## config.mk

```make
export PLATFORM = sky130hd
export DESIGN_NAME = cap_pin_mux
export DESIGN_NICKNAME = d
export VERILOG_FILES = /design/src/cap_pkg.sv /design/src/cap_pin_slice.sv /design/src/cap_pin_mux.sv
export VERILOG_INCLUDE_DIRS = /design/src
export SDC_FILE = /design/constraint.sdc
export NUM_CORES = 1
export LEC_CHECK = 0
export BUFFER_PORTS_ARGS = -buffer_cell sky130_fd_sc_hd__buf_2
export CELL_PAD_IN_SITES_DETAIL_PLACEMENT = 1
export CELL_PAD_IN_SITES_GLOBAL_PLACEMENT = 1
export CORE_MARGIN = 2
export CORE_UTILIZATION = 38
export CTS_CLUSTER_SIZE = 28
export DETAILED_ROUTE_END_ITERATION = 8
export PLACE_DENSITY_LB_ADDON = 0.1
export SYNTH_ARGS = -nofsm -noshare
export SYNTH_HDL_FRONTEND = slang
export SYNTH_HIERARCHICAL = 1
export SYNTH_SLANG_ARGS = --single-unit
```

## constraint.sdc

```tcl
create_clock -name clk -period 4.6 [get_ports clk]
set_input_delay 0.23 -clock clk [delete_from_list [all_inputs] [get_ports clk]]
set_output_delay 0.23 -clock clk [all_outputs]
set_load 0.02 [all_outputs]
```

## src/cap_regs.svh

```systemverilog
// register offsets, field positions and reset values of the pin multiplexer
`ifndef CAP_REGS_SVH
`define CAP_REGS_SVH

// register indices; byte address is four times the index
`define CAP_IDX_SEL      16'h1c00
`define CAP_IDX_PULL1    16'h1c17
`define CAP_IDX_PULL2    16'h1c18
`define CAP_IDX_PULL3    16'h1c19
`define CAP_ADDR_SEL     (`CAP_IDX_SEL << 2)
`define CAP_ADDR_PULL1   (`CAP_IDX_PULL1 << 2)
`define CAP_ADDR_PULL2   (`CAP_IDX_PULL2 << 2)
`define CAP_ADDR_PULL3   (`CAP_IDX_PULL3 << 2)

// external_bus_select_reg fields
`define CAP_SEL0_LSB     0
`define CAP_SEL0_MSB     1
`define CAP_SEL1_LSB     2
`define CAP_SEL1_MSB     3
`define CAP_ASEL_LSB     4
`define CAP_ASEL_MSB     9

// pull_inhibit_bank1 fields
`define CAP_PI0_LSB      0
`define CAP_PI0_MSB      5
`define CAP_PI1_LSB      6
`define CAP_PI1_MSB      11

`define CAP_SEL_RST      16'h0000
`define CAP_PULL_RST     16'h0000

`endif

```

## src/cap_pkg.sv

```systemverilog
// types shared by the pin multiplexer modules
package cap_pkg;
    typedef enum logic [1:0] {
        CAP_MODE_CARD,
        CAP_MODE_AUDIO,
        CAP_MODE_GPIO,
        CAP_MODE_RSVD
    } cap_mode_t;

    typedef enum logic [2:0] {
        CAP_R_NONE,
        CAP_R_SEL,
        CAP_R_PULL1,
        CAP_R_PULL2,
        CAP_R_PULL3
    } cap_reg_t;

    typedef logic [5:0]  cap_six_t;
    typedef logic [15:0] cap_word_t;
endpackage

```

## src/cap_pin_slice.sv

```systemverilog
// combinational routing of one group of six shared card/audio pins
`timescale 1ns/1ps
module cap_pin_slice (
    input  wire cap_pkg::cap_mode_t mode,
    input  wire cap_pkg::cap_six_t  cardOut,
    input  wire cap_pkg::cap_six_t  cardOe,
    output cap_pkg::cap_six_t       cardIn,
    input  wire logic [3:0]         audioOut,
    input  wire logic [3:0]         audioOe,
    output logic [3:0]              audioIn,
    input  wire cap_pkg::cap_six_t  gpioOut,
    input  wire cap_pkg::cap_six_t  gpioOe,
    output cap_pkg::cap_six_t       gpioIn,
    input  wire cap_pkg::cap_six_t  pinIn,
    output cap_pkg::cap_six_t       pinOut,
    output cap_pkg::cap_six_t       pinOe
);
    import cap_pkg::*;

    // unselected functions see a low input
    always_comb begin
        cardIn  = 6'h00;
        audioIn = 4'h0;
        gpioIn  = 6'h00;
        case (mode)
            CAP_MODE_AUDIO: begin
                pinOut  = {gpioOut[5:4], audioOut};
                pinOe   = {gpioOe[5:4], audioOe};
                audioIn = pinIn[3:0];
                gpioIn  = {pinIn[5:4], 4'h0};
            end
            CAP_MODE_GPIO: begin
                pinOut = gpioOut;
                pinOe  = gpioOe;
                gpioIn = pinIn;
            end
            // reserved code keeps the card routing
            default: begin
                pinOut = cardOut;
                pinOe  = cardOe;
                cardIn = pinIn;
            end
        endcase
    end
endmodule

```

## src/cap_pin_mux.sv

```systemverilog
// card/audio/address pin multiplexer with its APB register file
`timescale 1ns/1ps
`include "cap_regs.svh"

module cap_pin_mux (
    input  wire logic              clk,
    input  wire logic              rst,
    input  wire logic              psel,
    input  wire logic              penable,
    input  wire logic              pwrite,
    input  wire logic [15:0]       paddr,
    input  wire logic [31:0]       pwdata,
    output logic [31:0]            prdata,
    output logic                   pready,
    output logic                   pslverr,
    input  wire cap_pkg::cap_six_t card0Out,
    input  wire cap_pkg::cap_six_t card0Oe,
    output cap_pkg::cap_six_t      card0In,
    input  wire logic [3:0]        audio0Out,
    input  wire logic [3:0]        audio0Oe,
    output logic [3:0]             audio0In,
    input  wire cap_pkg::cap_six_t card1Out,
    input  wire cap_pkg::cap_six_t card1Oe,
    output cap_pkg::cap_six_t      card1In,
    input  wire logic [3:0]        audio1Out,
    input  wire logic [3:0]        audio1Oe,
    output logic [3:0]             audio1In,
    input  wire logic [11:0]       gpioOut,
    input  wire logic [11:0]       gpioOe,
    output logic [11:0]            gpioIn,
    input  wire cap_pkg::cap_six_t p0PinIn,
    output cap_pkg::cap_six_t      p0PinOut,
    output cap_pkg::cap_six_t      p0PinOe,
    output cap_pkg::cap_six_t      p0PullDownEn,
    input  wire cap_pkg::cap_six_t p1PinIn,
    output cap_pkg::cap_six_t      p1PinOut,
    output cap_pkg::cap_six_t      p1PinOe,
    output cap_pkg::cap_six_t      p1PullDownEn,
    input  wire cap_pkg::cap_six_t addrOut,
    input  wire cap_pkg::cap_six_t addrOe,
    input  wire cap_pkg::cap_six_t gpioHiOut,
    input  wire cap_pkg::cap_six_t gpioHiOe,
    output cap_pkg::cap_six_t      gpioHiIn,
    input  wire cap_pkg::cap_six_t addrPinIn,
    output cap_pkg::cap_six_t      addrPinOut,
    output cap_pkg::cap_six_t      addrPinOe,
    output cap_pkg::cap_word_t     pullBank2,
    output cap_pkg::cap_word_t     pullBank3
);
    import cap_pkg::*;

    // ------------------------------------------------------------
    // register file
    // ------------------------------------------------------------
    cap_word_t   sel_q, sel_d;
    cap_word_t   pull1_q, pull1_d;
    cap_word_t   pull2_q, pull2_d;
    cap_word_t   pull3_q, pull3_d;
    logic [31:0] prdata_q, prdata_d;
    logic        pready_q, pready_d;
    logic        pslverr_q, pslverr_d;
    cap_reg_t    hit;

    function automatic cap_reg_t capDecode(input logic [15:0] a);
        case (a)
            `CAP_ADDR_SEL:   capDecode = CAP_R_SEL;
            `CAP_ADDR_PULL1: capDecode = CAP_R_PULL1;
            `CAP_ADDR_PULL2: capDecode = CAP_R_PULL2;
            `CAP_ADDR_PULL3: capDecode = CAP_R_PULL3;
            default:         capDecode = CAP_R_NONE;
        endcase
    endfunction

    // one wait state: pready rises in the second access cycle
    always_comb begin
        hit       = capDecode(paddr);
        sel_d     = sel_q;
        pull1_d   = pull1_q;
        pull2_d   = pull2_q;
        pull3_d   = pull3_q;
        prdata_d  = prdata_q;
        pready_d  = psel && penable && !pready_q;
        pslverr_d = 1'b0;
        if (psel && penable && !pready_q) begin
            pslverr_d = (hit == CAP_R_NONE);
            case (hit)
                CAP_R_SEL:   prdata_d = {16'h0000, sel_q};
                CAP_R_PULL1: prdata_d = {16'h0000, pull1_q};
                CAP_R_PULL2: prdata_d = {16'h0000, pull2_q};
                CAP_R_PULL3: prdata_d = {16'h0000, pull3_q};
                default:     prdata_d = 32'h0000_0000;
            endcase
        end
        if (psel && penable && pready_q && pwrite) begin
            case (hit)
                CAP_R_SEL:   sel_d   = pwdata[15:0];
                CAP_R_PULL1: pull1_d = pwdata[15:0];
                CAP_R_PULL2: pull2_d = pwdata[15:0];
                CAP_R_PULL3: pull3_d = pwdata[15:0];
                default:     sel_d   = sel_q;
            endcase
        end
    end

    always_ff @(posedge clk) begin
        if (rst) begin
            sel_q     <= `CAP_SEL_RST;
            pull1_q   <= `CAP_PULL_RST;
            pull2_q   <= `CAP_PULL_RST;
            pull3_q   <= `CAP_PULL_RST;
            prdata_q  <= 32'h0000_0000;
            pready_q  <= 1'b0;
            pslverr_q <= 1'b0;
        end else begin
            sel_q     <= sel_d;
            pull1_q   <= pull1_d;
            pull2_q   <= pull2_d;
            pull3_q   <= pull3_d;
            prdata_q  <= prdata_d;
            pready_q  <= pready_d;
            pslverr_q <= pslverr_d;
        end
    end

    assign prdata    = prdata_q;
    assign pready    = pready_q;
    assign pslverr   = pslverr_q;
    assign pullBank2 = pull2_q;
    assign pullBank3 = pull3_q;

    // ------------------------------------------------------------
    // pin routing
    // ------------------------------------------------------------
    cap_mode_t mode0, mode1;
    cap_six_t  asel;
    cap_six_t  s0Out, s0Oe, s0Card, s0Gpio, s1Out, s1Oe, s1Card, s1Gpio;
    logic [3:0] s0Audio, s1Audio;

    assign mode0 = cap_mode_t'(sel_q[`CAP_SEL0_MSB:`CAP_SEL0_LSB]);
    assign mode1 = cap_mode_t'(sel_q[`CAP_SEL1_MSB:`CAP_SEL1_LSB]);
    assign asel  = sel_q[`CAP_ASEL_MSB:`CAP_ASEL_LSB];

    cap_pin_slice u_port0 (
        .mode     (mode0),
        .cardOut  (card0Out),
        .cardOe   (card0Oe),
        .cardIn   (s0Card),
        .audioOut (audio0Out),
        .audioOe  (audio0Oe),
        .audioIn  (s0Audio),
        .gpioOut  (gpioOut[5:0]),
        .gpioOe   (gpioOe[5:0]),
        .gpioIn   (s0Gpio),
        .pinIn    (p0PinIn),
        .pinOut   (s0Out),
        .pinOe    (s0Oe)
    );

    cap_pin_slice u_port1 (
        .mode     (mode1),
        .cardOut  (card1Out),
        .cardOe   (card1Oe),
        .cardIn   (s1Card),
        .audioOut (audio1Out),
        .audioOe  (audio1Oe),
        .audioIn  (s1Audio),
        .gpioOut  (gpioOut[11:6]),
        .gpioOe   (gpioOe[11:6]),
        .gpioIn   (s1Gpio),
        .pinIn    (p1PinIn),
        .pinOut   (s1Out),
        .pinOe    (s1Oe)
    );

    cap_six_t   p0Out_q, p0Out_d, p0Oe_q, p0Oe_d, p0Pd_q, p0Pd_d;
    cap_six_t   p1Out_q, p1Out_d, p1Oe_q, p1Oe_d, p1Pd_q, p1Pd_d;
    cap_six_t   c0In_q, c0In_d, c1In_q, c1In_d;
    logic [3:0] a0In_q, a0In_d, a1In_q, a1In_d;
    logic [11:0] gIn_q, gIn_d;
    cap_six_t   aOut_q, aOut_d, aOe_q, aOe_d, gHiIn_q, gHiIn_d;

    always_comb begin
        p0Out_d = s0Out;
        p0Oe_d  = s0Oe;
        p1Out_d = s1Out;
        p1Oe_d  = s1Oe;
        c0In_d  = s0Card;
        c1In_d  = s1Card;
        a0In_d  = s0Audio;
        a1In_d  = s1Audio;
        gIn_d   = {s1Gpio, s0Gpio};
        // pulldown follows its inhibit bit whatever the function
        p0Pd_d  = ~pull1_q[`CAP_PI0_MSB:`CAP_PI0_LSB];
        p1Pd_d  = ~pull1_q[`CAP_PI1_MSB:`CAP_PI1_LSB];
        aOut_d  = (asel & gpioHiOut) | (~asel & addrOut);
        aOe_d   = (asel & gpioHiOe) | (~asel & addrOe);
        gHiIn_d = asel & addrPinIn;
    end

    always_ff @(posedge clk) begin
        if (rst) begin
            p0Out_q <= 6'h00;
            p0Oe_q  <= 6'h00;
            p0Pd_q  <= 6'h3f;
            p1Out_q <= 6'h00;
            p1Oe_q  <= 6'h00;
            p1Pd_q  <= 6'h3f;
            c0In_q  <= 6'h00;
            c1In_q  <= 6'h00;
            a0In_q  <= 4'h0;
            a1In_q  <= 4'h0;
            gIn_q   <= 12'h000;
            aOut_q  <= 6'h00;
            aOe_q   <= 6'h00;
            gHiIn_q <= 6'h00;
        end else begin
            p0Out_q <= p0Out_d;
            p0Oe_q  <= p0Oe_d;
            p0Pd_q  <= p0Pd_d;
            p1Out_q <= p1Out_d;
            p1Oe_q  <= p1Oe_d;
            p1Pd_q  <= p1Pd_d;
            c0In_q  <= c0In_d;
            c1In_q  <= c1In_d;
            a0In_q  <= a0In_d;
            a1In_q  <= a1In_d;
            gIn_q   <= gIn_d;
            aOut_q  <= aOut_d;
            aOe_q   <= aOe_d;
            gHiIn_q <= gHiIn_d;
        end
    end

    assign p0PinOut     = p0Out_q;
    assign p0PinOe      = p0Oe_q;
    assign p0PullDownEn = p0Pd_q;
    assign p1PinOut     = p1Out_q;
    assign p1PinOe      = p1Oe_q;
    assign p1PullDownEn = p1Pd_q;
    assign card0In      = c0In_q;
    assign card1In      = c1In_q;
    assign audio0In     = a0In_q;
    assign audio1In     = a1In_q;
    assign gpioIn       = gIn_q;
    assign addrPinOut   = aOut_q;
    assign addrPinOe    = aOe_q;
    assign gpioHiIn     = gHiIn_q;

    // ------------------------------------------------------------
    // assertions
    // ------------------------------------------------------------
    a_port1_card_route: assert property (@(posedge clk) disable iff (rst)
        (!rst && mode1 == CAP_MODE_CARD) |=> (p1PinOut == $past(card1Out)
            && p1PinOe == $past(card1Oe) && card1In == $past(p1PinIn)))
        else $error("port1 card routing wrong");
    a_port1_audio_route: assert property (@(posedge clk) disable iff (rst)
        (!rst && mode1 == CAP_MODE_AUDIO) |=>
            (p1PinOut == {$past(gpioOut[11:10]), $past(audio1Out)}
            && gpioIn[11:10] == $past(p1PinIn[5:4])
            && card1In == 6'h00))
        else $error("port1 audio routing wrong");
    a_port1_gpio_route: assert property (@(posedge clk) disable iff (rst)
        (!rst && mode1 == CAP_MODE_GPIO) ##1 1'b1 |->
            (p1PinOe == $past(gpioOe[11:6]) && gpioIn[11:6] == $past(p1PinIn)))
        else $error("port1 gpio routing wrong");
    a_port0_card_route: assert property (@(posedge clk) disable iff (rst)
        (!rst && mode0 == CAP_MODE_CARD) |=> (p0PinOut == $past(card0Out)
            && audio0In == 4'h0 && card0In == $past(p0PinIn)))
        else $error("port0 card routing wrong");
    a_port0_audio_route: assert property (@(posedge clk) disable iff (rst)
        (!rst && mode0 == CAP_MODE_AUDIO) |=>
            (p0PinOe == {$past(gpioOe[5:4]), $past(audio0Oe)}
            && audio0In == $past(p0PinIn[3:0])))
        else $error("port0 audio routing wrong");
    a_port0_gpio_route: assert property (@(posedge clk) disable iff (rst)
        (!rst && mode0 == CAP_MODE_GPIO) |=>
            (p0PinOut == $past(gpioOut[5:0]) && gpioIn[5:0] == $past(p0PinIn)))
        else $error("port0 gpio routing wrong");
    a_addr_pin_select: assert property (@(posedge clk) disable iff (rst)
        !rst |=> (addrPinOut == (($past(asel) & $past(gpioHiOut))
            | (~$past(asel) & $past(addrOut)))))
        else $error("address pin select wrong");
    a_pulldown_inhibit: assert property (@(posedge clk) disable iff (rst)
        (!rst && $changed(pull1_q)) |=> ({p1PullDownEn, p0PullDownEn}
            == ~$past(pull1_q[`CAP_PI1_MSB:`CAP_PI0_LSB])))
        else $error("pulldown enable does not follow inhibit");
    a_reserved_code: assert property (@(posedge clk) disable iff (rst)
        (!rst && (mode0 == CAP_MODE_RSVD || mode1 == CAP_MODE_RSVD)) |=>
            (($past(mode0) != CAP_MODE_RSVD || p0PinOut == $past(card0Out)) &&
            ($past(mode1) != CAP_MODE_RSVD || p1PinOut == $past(card1Out))))
        else $error("reserved code not card routing");
endmodule

```

[Yosys cells after proc, flatten, opt, wreduce, memory -nomap -nowiden]
Cells that the tools add are included.
W data, S select, Z words.
Word-level totals
  input port bits: 159
  logic and storage cells: 69
  register bits: 184
Operators by class
  multiplexer cells: 8
  equal/unequal tests: 12
  bitwise operators: 13
  reduce and logical (&&, ||, !) cells: 15
Operators by type and width (number)
  $pmux W6 S2: 6
  $eq A16 B15 Y1 const B: 4
  $pmux W16 S4: 1
  $and A6 B6 Y6: 5
  $not A6 Y6: 3
  $or A6 B6 Y6: 2
  $pmux W3 S4: 1
  $reduce_and A2 Y1: 4
  $eq A3 B2 Y1 const B: 2
  $reduce_or A2 Y1: 3
  $reduce_or A3 Y1: 2
  $eq A2 B1 Y1 const B: 2
  $eq A2 B2 Y1 const B: 2
  $logic_and A1 B1 Y1: 4
  $eq A3 B1 Y1 const B: 1
  $eq A3 B3 Y1 const B: 1
  $logic_not A3 Y1: 1
  $not A1 Y1: 3
  $logic_not A1 Y1: 1

[Longest topological paths before layout]
Gate-level depths: netlist of run 1.
  depth in word-level cells: 4
  depth in mapped cells: 7
  gate-level depth less buffers: 5

[Hierarchy]
The synthesis of run 1 kept the hierarchy.
By module, submodules not included
  cap_pin_mux: cells an instance 548, instances 1, seq. area each 3363.2 sq um, area each 6114.6 sq um
  cap_pin_slice: cells an instance 64, instances 2, seq. area each 0.0 sq um, area each 465.4 sq um

[Worst setup path before layout of run 1]
Ideal clock, no wire load.
  kind: input port to flip-flop
  start point: input paddr[9]
  end point: register pull2_q[10] (netlist: pullBank2[10])
  data arrival time: 1798 ps
  slack: 2730 ps
  library setup time: 72 ps
  data required time: 4528 ps
  stages on the path: 6
  buffers on the path: 2
  cells stage by stage: or4_4 -> nor3_4 -> and4_4 -> buf_12 -> buf_12 -> mux2i_1
On the way
  cells in the longest elaborated chain, start to end: 4
Ends and longest elaborated chain
  from (decl): RTL line cap_pin_mux.sv:11  | input wire logic [15:0] paddr,
  $eq A16 B15 Y1: RTL line cap_pin_mux.sv:65  | case (a)
  $pmux W3 S4 (*): RTL line cap_pin_mux.sv:65
  $eq A3 B2 Y1 (*): RTL line cap_pin_mux.sv:95  | case (hit)
  $reduce_and A2 Y1 (no source line) (*)
  to (signal assigned): RTL line cap_pin_mux.sv:109  | pull2_q <= `CAP_PULL_RST;
  to (signal assigned): RTL line cap_pin_mux.sv:117  | pull2_q <= pull2_d;
  to (decl): RTL line cap_pin_mux.sv:57  | cap_word_t pull2_q, pull2_d;
Mark *: on every way between the ends. The rest lies on a longest branch, timed or not.
A chain may end at the register's enable or synchronous reset.

[Worst setup path after layout of run 1]
  start point: input paddr[6]
  end point: register prdata_q[11] (netlist: prdata[11])
On the way
  cells in the longest elaborated chain, start to end: 4
Ends and longest elaborated chain
  $eq A16 B15 Y1: RTL line cap_pin_mux.sv:65
  $pmux W3 S4 (*): RTL line cap_pin_mux.sv:65
  $eq A3 B3 Y1 (tied with other cells): RTL line cap_pin_mux.sv:86  | case (hit)
  $pmux W16 S4 (*): RTL line cap_pin_mux.sv:86
  to (signal assigned): RTL line cap_pin_mux.sv:119  | prdata_q <= prdata_d;
  to (decl): RTL line cap_pin_mux.sv:59  | logic [31:0] prdata_q, prdata_d;
Marked as above.

==> flow_metrics.py, run 1 <==
metrics = {
    "outcome": {
        "run_status": "complete, but fails checks",
        "violations": "design-rule violations",
    },
    "drt": {
        "drt-initial-drc-count": 191,
        "drc": 15,
        "postRouteWirelength_mm": 20.8,
        "detail-route-antenna-nets": 0,
        "viasPerCell": 4.88,
        "wl_per_cell_um": 17.7,
        "firstDrtPassIters": 8,
        "vias": 5710,
    },
    "placed_design": {
        "hpwl_mm": 15.1,
        "place_ws_ns": 1.99,
        "io_buffers": 278,
        "place_congestion": 0.793,
    },
    "logic_synthesis": {
        "synth-compound-area-share_pct": 12.2,
        "synth_ff_type": "dfxtp_1",
        "synthXorXnorAreaFrac_pct": 0,
        "synth.distinct_cells": 40,
        "avgSynthCellArea_sq_um": 10.4,
        "synthCells": 676,
        "muxShareOfSynthArea_pct": 10.8,
        "syn_area_sq_um": 7050,
        "synth_top_family_by_area": "simple AND/OR/NAND/NOR gates",
        "ys_seq_elements": 168,
        "synth_fa_ha_area_share_pct": 0.710,
        "seq_area_frac_synth_pct": 47.7,
        "synth_edf_count": 0,
        "yosys.area_share.simple_pct": 21.6,
        "synth_warnings": 6,
        "async_reset_ff_share_pct": 0,
    },
    "clock_tree": {
        "insertion_delay_ns": 0.42,
        "cts_tree": "done",
        "cts-hold-fix-buffers": 0,
        "numCtsBuffers": 17,
        "clock_path_buffers": 2,
        "cts.reportedPaths.clkPinSlew_ns": 0.07,
        "cts_resized": 0,
        "postCtsSetupBuffers": 0,
        "htree_levels": 4,
        "cts_root_buf": "clkbuf_16",
        "cts_num_sinks": 168,
    },
    "die": {
        "fp-row-count": 49,
        "die-area_sq_um": 19600,
        "die_width_um": 140,
        "initial_core_util_pct": 39.0,
        "floorplan.die.height_um": 140,
        "core_sq_um": 18100,
        "io_pins": 311,
    },
    "pwr": {
        "p_leak_nw": 4.23,
        "clockPowerShare_pct": 46.6,
        "p_sw_uw": 780,
        "intPower_mw": 2.44,
        "ir_drop_uv": 273,
        "p_per_area_nw_per_um2": 359,
        "pwr-share-seq_pct": 46.1,
        "power.total_mw": 3.22,
        "pwr-share-comb_pct": 7.3,
        "switching_share_pct": 24.2,
    },
    "setup_path": {
        "cp_max_fo": 18,
        "crit_required_ns": 4.96,
        "end_kind": "flop",
        "startpoint_type": "input port",
        "cp_data_arrival_time_ns": 2.54,
        "crit_type": "in -> reg",
    },
    "sta": {
        "rsz0062_at_grt": "no",
        "timing.final.crit_share_pct": 47.2,
        "fin_setup_tns_ns": 0,
        "final.min_clock_period_ns": 2.17,
        "drv_slew": 0,
        "worstMarginPinSlew_ns": 1.02,
        "final_hold_viol_count": 0,
        "timing.fmax_ghz": 0.460,
        "worst_slack_ns": 2.43,
        "setup-violations-final": 0,
        "relSlewSlack_pct": 31.6,
        "fin_skew_ns": 0.00926,
    },
    "layout": {
        "fin_nets": 1090,
        "fill_cells": 2091,
        "seqCellArea_sq_um": 3360,
        "drive_gt1_share_pct": 37.4,
        "syn_to_final_growth_pct": 27.2,
        "multiInputGateArea_sq_um": 3270,
    },
    "global_route": {
        "grt_pass1_vias": 6120,
        "grt_max_degree": 110,
        "grt_pass1_wl_mm": 32.4,
        "track_usage_pct": 21.0,
        "antenna_found_initial": 3,
        "overflow": 0,
    },
    "job": {
        "drv_cap": 0,
    },
    "worst_hold_path": {
        "min_path_type": "in -> reg",
    },
}
-- logic make-up (layout without fill, tap and decap cells) --
| kind of cell | Yosys count | count (layout) |
|---|---|---|
| and+or+nand+nor | 243 | 243 |
| muxes | 76 | 76 |
| DFF | 168 | 168 |
| other | 1 | 18 |
| AOI/OAI and AO/OA | 116 | 116 |
| adders and majority gates | 4 | 4 |
| buffers and inverters | 68 | 317 |
-- synth_stat cells, types with 6 or more instances --
master | number | area (sq um)
dfxtp_1 | 168 | 3360
clkbuf_1 | 23 | 86.3
buf_4 | 20 | 150
a22o_1 | 16 | 140
o21ai_0 | 15 | 75.1
o21ai_2 | 12 | 105
nor2_1 | 20 | 75.1
nand2_1 | 33 | 124
buf_12 | 6 | 120
mux2i_1 | 76 | 761
nand2b_1 | 80 | 500
o21ai_1 | 6 | 30.0
o22ai_1 | 16 | 100
a22oi_1 | 46 | 345
buf_6 | 7 | 78.8
and2_1 | 22 | 138
nor2b_1 | 57 | 357
and2_2 | 8 | 60.1
-- through the flow --
stage	utilization (%)	cells	area [sq um]	hold WS [ns]
floorplan	-	691	7100	0.353
global placement	46.1	1137	8340	0.402
detailed placement	46.1	1137	8340	0.413
CTS	49.5	1169	8960	0.0113
global route	49.5	1171	8960	0.0296
finish	49.5	1171	8960	0.0280
-- routing by layer --
| layer | routed length, um | track usage [%] | up-vias |
|---|---|---|---|
| met3 | 1720 | 8.00 | 23 |
| met5 | 0 | 0 | - |
| met4 | 395 | 7.50 | 0 |
| met1 | 8360 | 22.9 | 2715 |
| li1 | - | - | 2782 |
| met2 | 10300 | 37.1 | 190 |
-- power groups by stage --
stage	combinational, mW	clock (mW)	sequential, mW
2_1_floorplan	0.103	0	1.55
5_1_grt	0.258	1.59	1.48
3_3_place_gp	0.230	0	1.52
3_5_place_dp	0.238	0	1.52
6_report	0.236	1.50	1.48
4_1_cts	0.239	1.54	1.48
-- layout by cell type (no fill, tap or decap), types with 2 or more instances in the layout --
cell,instances
o21ai_2,12
conb_1,16
clkbuf_16,17
and2_2,8
diode_2,2
buf_4,3
nand4_4,3
nor2_4,2
clkinvlp_4,4
nand2_1,33
and2_1,22
a22oi_1,46
dfxtp_1,168
nor2b_1,57
bufinv_16,3
inv_6,4
o21ai_1,6
ha_1,4
nand2b_1,80
clkinv_2,2
nor3_1,2
mux2i_1,76
a22oi_4,2
o21ai_0,15
buf_2,277
nor2_1,19
inv_8,2
inv_1,5
o22ai_1,16
nor3_4,2
nor3b_2,5
a22o_1,16
-- cell type report --
type / count / area share [%]
Tap cell: 229 / 3.20
Inverter: 5 / 0.209
Timing Repair Buffer: 280 / 15.7
Sequential cell: 168 / 37.5
Antenna cell: 2 / 0.0559
Clock inverter: 15 / 2.09
Clock buffer: 17 / 4.75
Multi-Input combinational cell: 455 / 36.4
-- critical path, cell delays in order --
cell and delay, ns:
buf_2 0.13, and2_1 0.69, o21ai_0 0.32, a211oi_2 0.92
a22o_1 0.24
-- state kept, by name (all words and copies together) (netlist names), 12 cells and up --
register / flops
pullBank2: 16
sel_q: 16
pullBank3: 16
pull1_q: 16
gpioIn: 12
prdata: 16
-- path summary, 6_finish.rpt --
kind | startpoint | end | slack (ns) | cells after the start
max | paddr[6] | prdata[11]$_SDFFE_PP0P_ | 2.43 | 5
min | addrPinIn[5] | gpioHiIn[5]$_SDFF_PP0_ | 0.03 | 3
max reg2reg | sel_q[0]$_SDFFE_PP0P_ | p0PinOe[0]$_SDFF_PP0_ | 2.61 | 4
min reg2reg | pull1_q[2]$_SDFFE_PP0P_ | p0PullDownEn[2]$_SDFF_PP1_ | 0.42 | 1
(Power assumes the default switching activity.)
==> run 2, diff against run 1 <==
- ABC_AREA: unset -> 1
- CORE_UTILIZATION: 38 -> 29
- clock period: 4.6 -> 1.9 ns (I/O delays scaled with it)
==> run 2 against run 1 <==
  * The flow now finishes without violations
  * Flip-flop and latch count unchanged
  * Clock power up 140%
  * Global-route usage down 2.0 points
  * Setup slack worse by 2.3 ns
  * Critical endpoint is now addrPinOe[3]$_SDFF_PP0_
==> flow_metrics.py, run 2 <==
metrics = {
    "logic_synthesis": {
        "synth.distinct_cells": 29,
        "syn_area_sq_um": 7220,
        "synthCells": 1027,
        "synth_ff_type": "dfxtp_1",
        "synthTopCellsByCount": "nand2_1, dfxtp_1, inv_1, nor2_1, nand3_1",
        "synth.most_common_cell": "nand2_1",
        "ys_seq_elements": 168,
        "yosys.area.top_type_share_pct": 46.6,
        "synthTopCellsByArea": "dfxtp_1, nand2_1, inv_1",
        "yosys.area.top_type": "dfxtp_1",
        "async_reset_ff_share_pct": 0,
        "seq_area_frac_synth_pct": 46.6,
        "synth_warnings": 6,
        "synth_edf_count": 0,
        "avgSynthCellArea_sq_um": 7.03,
    },
    "clock_tree": {
        "cts_root_buf": "clkbuf_16",
        "clock_path_buffers": 2,
        "cts_tree": "done",
        "insertion_delay_ns": 0.44,
        "cts.reportedPaths.clkPinSlew_ns": 0.07,
        "postCtsSetupBuffers": 0,
        "htree_levels": 4,
        "numCtsBuffers": 17,
        "cts_num_sinks": 168,
    },
    "pwr": {
        "intPower_mw": 5.92,
        "clockPowerShare_pct": 45.4,
        "pwr-share-comb_pct": 9.1,
        "p_sw_mw": 1.97,
        "ir_drop_uv": 396,
        "pwr-share-seq_pct": 45.5,
        "p_leak_nw": 5.34,
        "switching_share_pct": 25.0,
        "p_per_area_nw_per_um2": 763,
    },
    "drt": {
        "viasPerCell": 4.34,
        "firstDrtPassIters": 4,
        "drt-initial-drc-count": 262,
        "postRouteWirelength_mm": 25.1,
        "drc": 0,
        "vias": 7468,
        "detail-route-antenna-nets": 0,
        "wl_per_cell_um": 14.6,
    },
    "layout": {
        "antenna_cells": 0,
        "syn_to_final_growth_pct": 43.2,
        "utilization_pct": 42.4,
        "final_common_cell": "buf_2",
        "drive_gt1_share_pct": 25.6,
        "fin_nets": 1547,
        "final_cell_mix": "buf_2, nand2_1, dfxtp_1, inv_1, nor2_1",
        "fin_cells": 1721,
    },
    "job": {
        "drv_cap": 0,
    },
    "placed_design": {
        "dpl.cell_count": 1599,
        "io_buffers": 278,
        "place_ws_ns": 0.319,
        "hpwl_mm": 18.0,
        "place_congestion": 0.762,
    },
    "sta": {
        "final_hold_viol_count": 0,
        "setup-violations-final": 0,
        "fin_setup_tns_ns": 0,
        "hold_slack_ns": 0.00842,
        "rsz0062_at_grt": "no",
        "final.min_clock_period_ns": 1.78,
        "timing.final.crit_share_pct": 93.7,
        "fin_skew_ns": 0.0112,
        "worst_slack_ns": 0.119,
        "worstMarginPinSlew_ns": 0.623,
        "drv_slew": 0,
        "timing.fmax_ghz": 0.561,
        "relSlewSlack_pct": 58.5,
    },
    "setup_path": {
        "crit_type": "in -> reg",
        "crit_required_ns": 2.26,
        "cp_max_fo": 25,
        "startpoint_type": "input port",
        "end_kind": "flop",
        "cp_data_arrival_time_ns": 2.14,
    },
    "global_route": {
        "grt_max_degree": 53,
        "grt_pass1_wl_mm": 39.2,
        "track_usage_pct": 19.0,
        "overflow": 0,
        "grt_pass1_vias": 7314,
        "antenna_found_initial": 0,
    },
    "die": {
        "die-area_sq_um": 26200,
        "fp-row-count": 57,
        "die_width_um": 162,
        "initial_core_util_pct": 29.6,
        "io_pins": 311,
        "floorplan.die.height_um": 162,
        "core_sq_um": 24400,
    },
    "outcome": {
        "run_status": "finished, final reports clean",
    },
    "worst_hold_path": {
        "min_path_type": "in -> reg",
    },
}
-- run 2: cell count changes after synthesis, sizes merged, moves of 64 or more --
cell    delta
a21oi     +64
inv      +149
mux2i     -76
nand2    +245
nand2b    -80
nand3     +68
nor2     +119
-- run 2: timing repair --
| item | 4_1_cts | 5_1_grt |
|---|---|---|
| hold buffers | 90 | 0 |
| setup endpoints to repair | 0 | 0 |
| resized for setup | 0 | 0 |
| hold endpoints to repair | 108 | 0 |
-- run 2: through the flow --
| step | area (sq um) | power [mW] |
|---|---|---|
| after CTS | 10300 | 8.01 |
| after global placement | 8830 | 4.23 |
| after global routing | 10300 | 8.20 |
| final | 10300 | 7.89 |
| after floorplan | 7270 | 3.96 |
| after detailed placement | 8830 | 4.24 |
-- run 2: worst paths after layout --
kind	end	cells past startpoint	start	slack, ns
worst min register to register	p0PullDownEn[0]$_SDFF_PP1_	1	pull1_q[0]$_SDFFE_PP0P_	0.41
worst max register to register	p1PinOut[5]$_SDFF_PP0_	5	sel_q[3]$_SDFFE_PP0P_	0.33
worst max-delay path	addrPinOe[3]$_SDFF_PP0_	7	rst	0.12
worst min-delay path	addrPinOe[0]$_SDFF_PP0_	3	addrOe[0]	0.008
-- run 2: metal layers --
layer / part of all wire, % / track usage [%] / up-vias / wire (um)
met3: 5.4 / 4.01 / 33 / 1370
met4: 1.9 / 5.99 / 0 / 478
met2: 46 / 31.1 / 198 / 11500
met5: 0 / 0 / - / 0
met1: 47 / 25.0 / 3441 / 11800
li1: - / - / 3796 / -
-- run 2: area by class of cell --
class / count / area (sq um)
clock inverters: 14 / 163
well taps: 324 / 405
clock buffers: 18 / 439
repair buffers: 391 / 2500
multi-input cells: 649 / 2870
fillers: 3171 / 14100
inverters: 157 / 596
flip-flops and latches: 168 / 3360
-- run 2: kinds of logic (layout without fill, tap and decap cells) --
group           after synthesis  count (layout)  share of synthesized area, %
compound gates              136             136                          9.53
fa+ha+maj                     4               4                         0.693
buf+inv                     225             580                          14.5
flops                       168             168                          46.6
other cells                   1              16                        0.0520
simple gates                493             493                          28.6
-- run 2: power groups by stage --
| stage | combinational [mW] | clock (mW) | sequential [mW] |
|---|---|---|---|
| 6_report | 0.716 | 3.58 | 3.59 |
| 5_1_grt | 0.788 | 3.82 | 3.59 |
| 2_1_floorplan | 0.216 | 0 | 3.74 |
| 4_1_cts | 0.720 | 3.70 | 3.59 |
| 3_3_place_gp | 0.564 | 0 | 3.67 |
| 3_5_place_dp | 0.569 | 0 | 3.67 |
-- run 2: critical path: stages --
cell and delay (ns):
dlygate4sd3_1 0.54, buf_4 0.20, inv_2 0.32, buf_12 0.22, o21ai_0 0.09, nor2_1 0.09
dlygate4sd3_1 0.56
==> run 3, diff against run 2 <==
- CORE_UTILIZATION: 29 -> 33
- HOLD_SLACK_MARGIN: unset -> 0.05
- SLEW_MARGIN: unset -> 10
- clock period: 1.9 -> 1.95 ns (I/O delays scaled with it)
==> run 3 against run 2 <==
  * Combinational power grew 0.6%
  * Critical endpoint is now addrPinOut[5]$_SDFF_PP0_
  * Critical path type unchanged
  * Flip-flop and latch count stayed put
  * Worst hold slack better by 0.060 ns
  * Core utilization is 6.0 points higher
  * Sequential power down 3%
  * Register-to-register slack worse by 0.17 ns
==> flow_metrics.py, run 3 (synthesis gave the netlist of run 2 again) <==
metrics = {
    "placed_design": {
        "io_buffers": 278,
        "place_ws_ns": 0.355,
        "hpwl_mm": 17.2,
        "place_congestion": 0.789,
    },
    "clock_tree": {
        "cts.reportedPaths.clkPinSlew_ns": 0.07,
        "numCtsBuffers": 17,
        "cts_root_buf": "clkbuf_16",
        "cts_num_sinks": 168,
        "htree_levels": 4,
        "insertion_delay_ns": 0.43,
        "clock_path_buffers": 2,
        "postCtsSetupBuffers": 0,
        "cts_tree": "done",
    },
    "global_route": {
        "grt_max_degree": 96,
        "track_usage_pct": 22.1,
        "overflow": 0,
        "grt_pass1_wl_mm": 41.4,
        "grt_pass1_vias": 7663,
        "antenna_found_initial": 0,
    },
    "setup_path": {
        "path_buf_inv": 5,
        "cp_slowest_cell": "dlygate4sd3_1",
        "reg2regPathDepth": 10,
        "rr_startpoint": "sel_q[3]$_SDFFE_PP0P_",
        "crit_required_ns": 2.32,
        "crit_type": "in -> reg",
        "cp_data_arrival_time_ns": 2.17,
        "critPathTopFamily": "buffers and inverters",
        "reg2reg_slack_ns": 0.16,
        "r2r_end": "p1PinOe[1]$_SDFF_PP0_",
        "cp_max_fo": 57,
        "path_cells": "dlygate4sd3_1 -> buf_4 -> clkinv_2 -> buf_12 -> o21ai_0 -> nor2_1 -> dlygate4sd3_1",
        "cp_common_cell": "dlygate4sd3_1",
        "end_kind": "flop",
        "slowest_delay_ns": 0.56,
        "startpoint_type": "input port",
    },
    "drt": {
        "postRouteWirelength_mm": 25.4,
        "drc": 0,
        "drt-initial-drc-count": 327,
        "detail-route-antenna-nets": 0,
        "wl_per_cell_um": 15.0,
        "firstDrtPassIters": 4,
        "vias": 7593,
        "viasPerCell": 4.49,
    },
    "worst_hold_path": {
        "min_path_type": "in -> reg",
        "hold_end": "p1PinOe[0]$_SDFF_PP0_",
        "hold_depth": 7,
        "hp-start": "gpioOe[6]",
    },
    "sta": {
        "worstMarginPinSlew_ns": 0.644,
        "drv_slew": 0,
        "hold_slack_ns": 0.0688,
        "timing.final.crit_share_pct": 92.0,
        "final.min_clock_period_ns": 1.79,
        "worst_slack_ns": 0.155,
        "relSlewSlack_pct": 57.1,
        "setup-violations-final": 0,
        "rsz0062_at_grt": "yes",
        "final_hold_viol_count": 0,
        "timing.fmax_ghz": 0.557,
        "fin_skew_ns": 0.00827,
    },
    "layout": {
        "fin_nets": 1561,
        "fill_cells": 2831,
        "final_common_cell": "buf_2",
        "seqCellArea_sq_um": 3360,
        "multiInputGateArea_sq_um": 2870,
        "final_cell_mix": "buf_2, nand2_1, dfxtp_1, inv_1, nor2_1",
        "drive_gt1_share_pct": 25.2,
        "antenna_cells": 0,
        "syn_to_final_growth_pct": 44.8,
    },
    "die": {
        "die-area_sq_um": 23100,
        "fp-row-count": 54,
        "floorplan.die.height_um": 152,
        "io_pins": 311,
        "initial_core_util_pct": 33.4,
        "die_width_um": 152,
        "core_sq_um": 21600,
    },
    "pwr": {
        "p_leak_nw": 5.41,
        "power.total_mw": 7.80,
        "p_per_area_nw_per_um2": 746,
        "ir_drop_uv": 447,
    },
    "outcome": {
        "run_status": "finished, final reports clean",
    },
    "job": {
        "drv_cap": 0,
    },
}
==> run 3: changes by cell type in the layout (fill, tap and decap cells not counted), sizes merged <==
cell,change
dlygate4sd3,+18
buf,-4
inv,-3
bufinv,+1
clkinv,+4
clkbuf,-1
clkinvlp,-1
==> run 3: metrics by stage <==
step | cell area (sq um) | util (%) | setup TNS (ns) | std cells
floorplan | 7270 | - | 0 | 1042
global placement | 8750 | 40.5 | 0 | 1551
detailed placement | 8750 | 40.5 | 0 | 1551
CTS | 10400 | 48.3 | 0 | 1691
global route | 10500 | 48.3 | -0.0206 | 1691
finish | 10500 | 48.3 | 0 | 1691
==> run 3: cell type report <==
type,count,area share [%]
Tap cell,280,3.35
Inverter,157,5.71
Clock inverter,15,1.84
Timing Repair Buffer,405,25.4
Multi-Input combinational cell,649,27.4
Clock buffer,17,4.07
Sequential cell,168,32.2
==> run 3: metal layers <==
layer	GRT usage (%)	wire, um
met1	28.6	12000
met3	5.02	1200
met4	7.25	595
met5	0	0
met2	36.6	11700
==> run 3: how the worst max path moves through the flow <==
| stage | endpoint | slack [ns] | startpoint | cells past startpoint |
|---|---|---|---|---|
| final | addrPinOut[5]$_SDFF_PP0_ | 0.16 | rst | 7 |
| after global routing | p1PinOe[1]$_SDFF_PP0_ | -0.02 | sel_q[3]$_SDFFE_PP0P_ | 9 |
| after CTS | p1PinOut[0]$_SDFF_PP0_ | 0.03 | sel_q[2]$_SDFFE_PP0P_ | 10 |
| after detailed placement | pullBank3[11]$_SDFFE_PP0P_ | 0.35 | paddr[15] | 8 |
| after global placement | pull1_q[8]$_SDFFE_PP0P_ | 0.39 | paddr[11] | 8 |
| after floorplan | pullBank3[11]$_SDFFE_PP0P_ | 0.56 | pready$_SDFF_PP0_ | 6 |
==> run 3: timing repair <==
| action | CTS | global route |
|---|---|---|
| endpoints found under the setup margin | 0 | 4 |
| resized for setup | 0 | 3 |
| hold buffers | 108 | 0 |
| endpoints found under the hold margin | 140 | 0 |
==> run 3: power by group <==
part / internal (mW) / switching [mW]
registers: 3.48 / 0.0132
clock network: 2.05 / 1.53
logic: 0.337 / 0.383
total: 5.87 / 1.92
==> run 3: worst reg2reg max path: stages (launching register included) <==
cell           delay (ns)
dfxtp_1              0.40
inv_1                0.06
ha_1                 0.17
buf_4                0.19
nand2_1              0.09
nand2_1              0.05
dlygate4sd3_1        0.55
nand2_1              0.06
nand2_1              0.04
inv_1                0.04
nor2_1               0.03
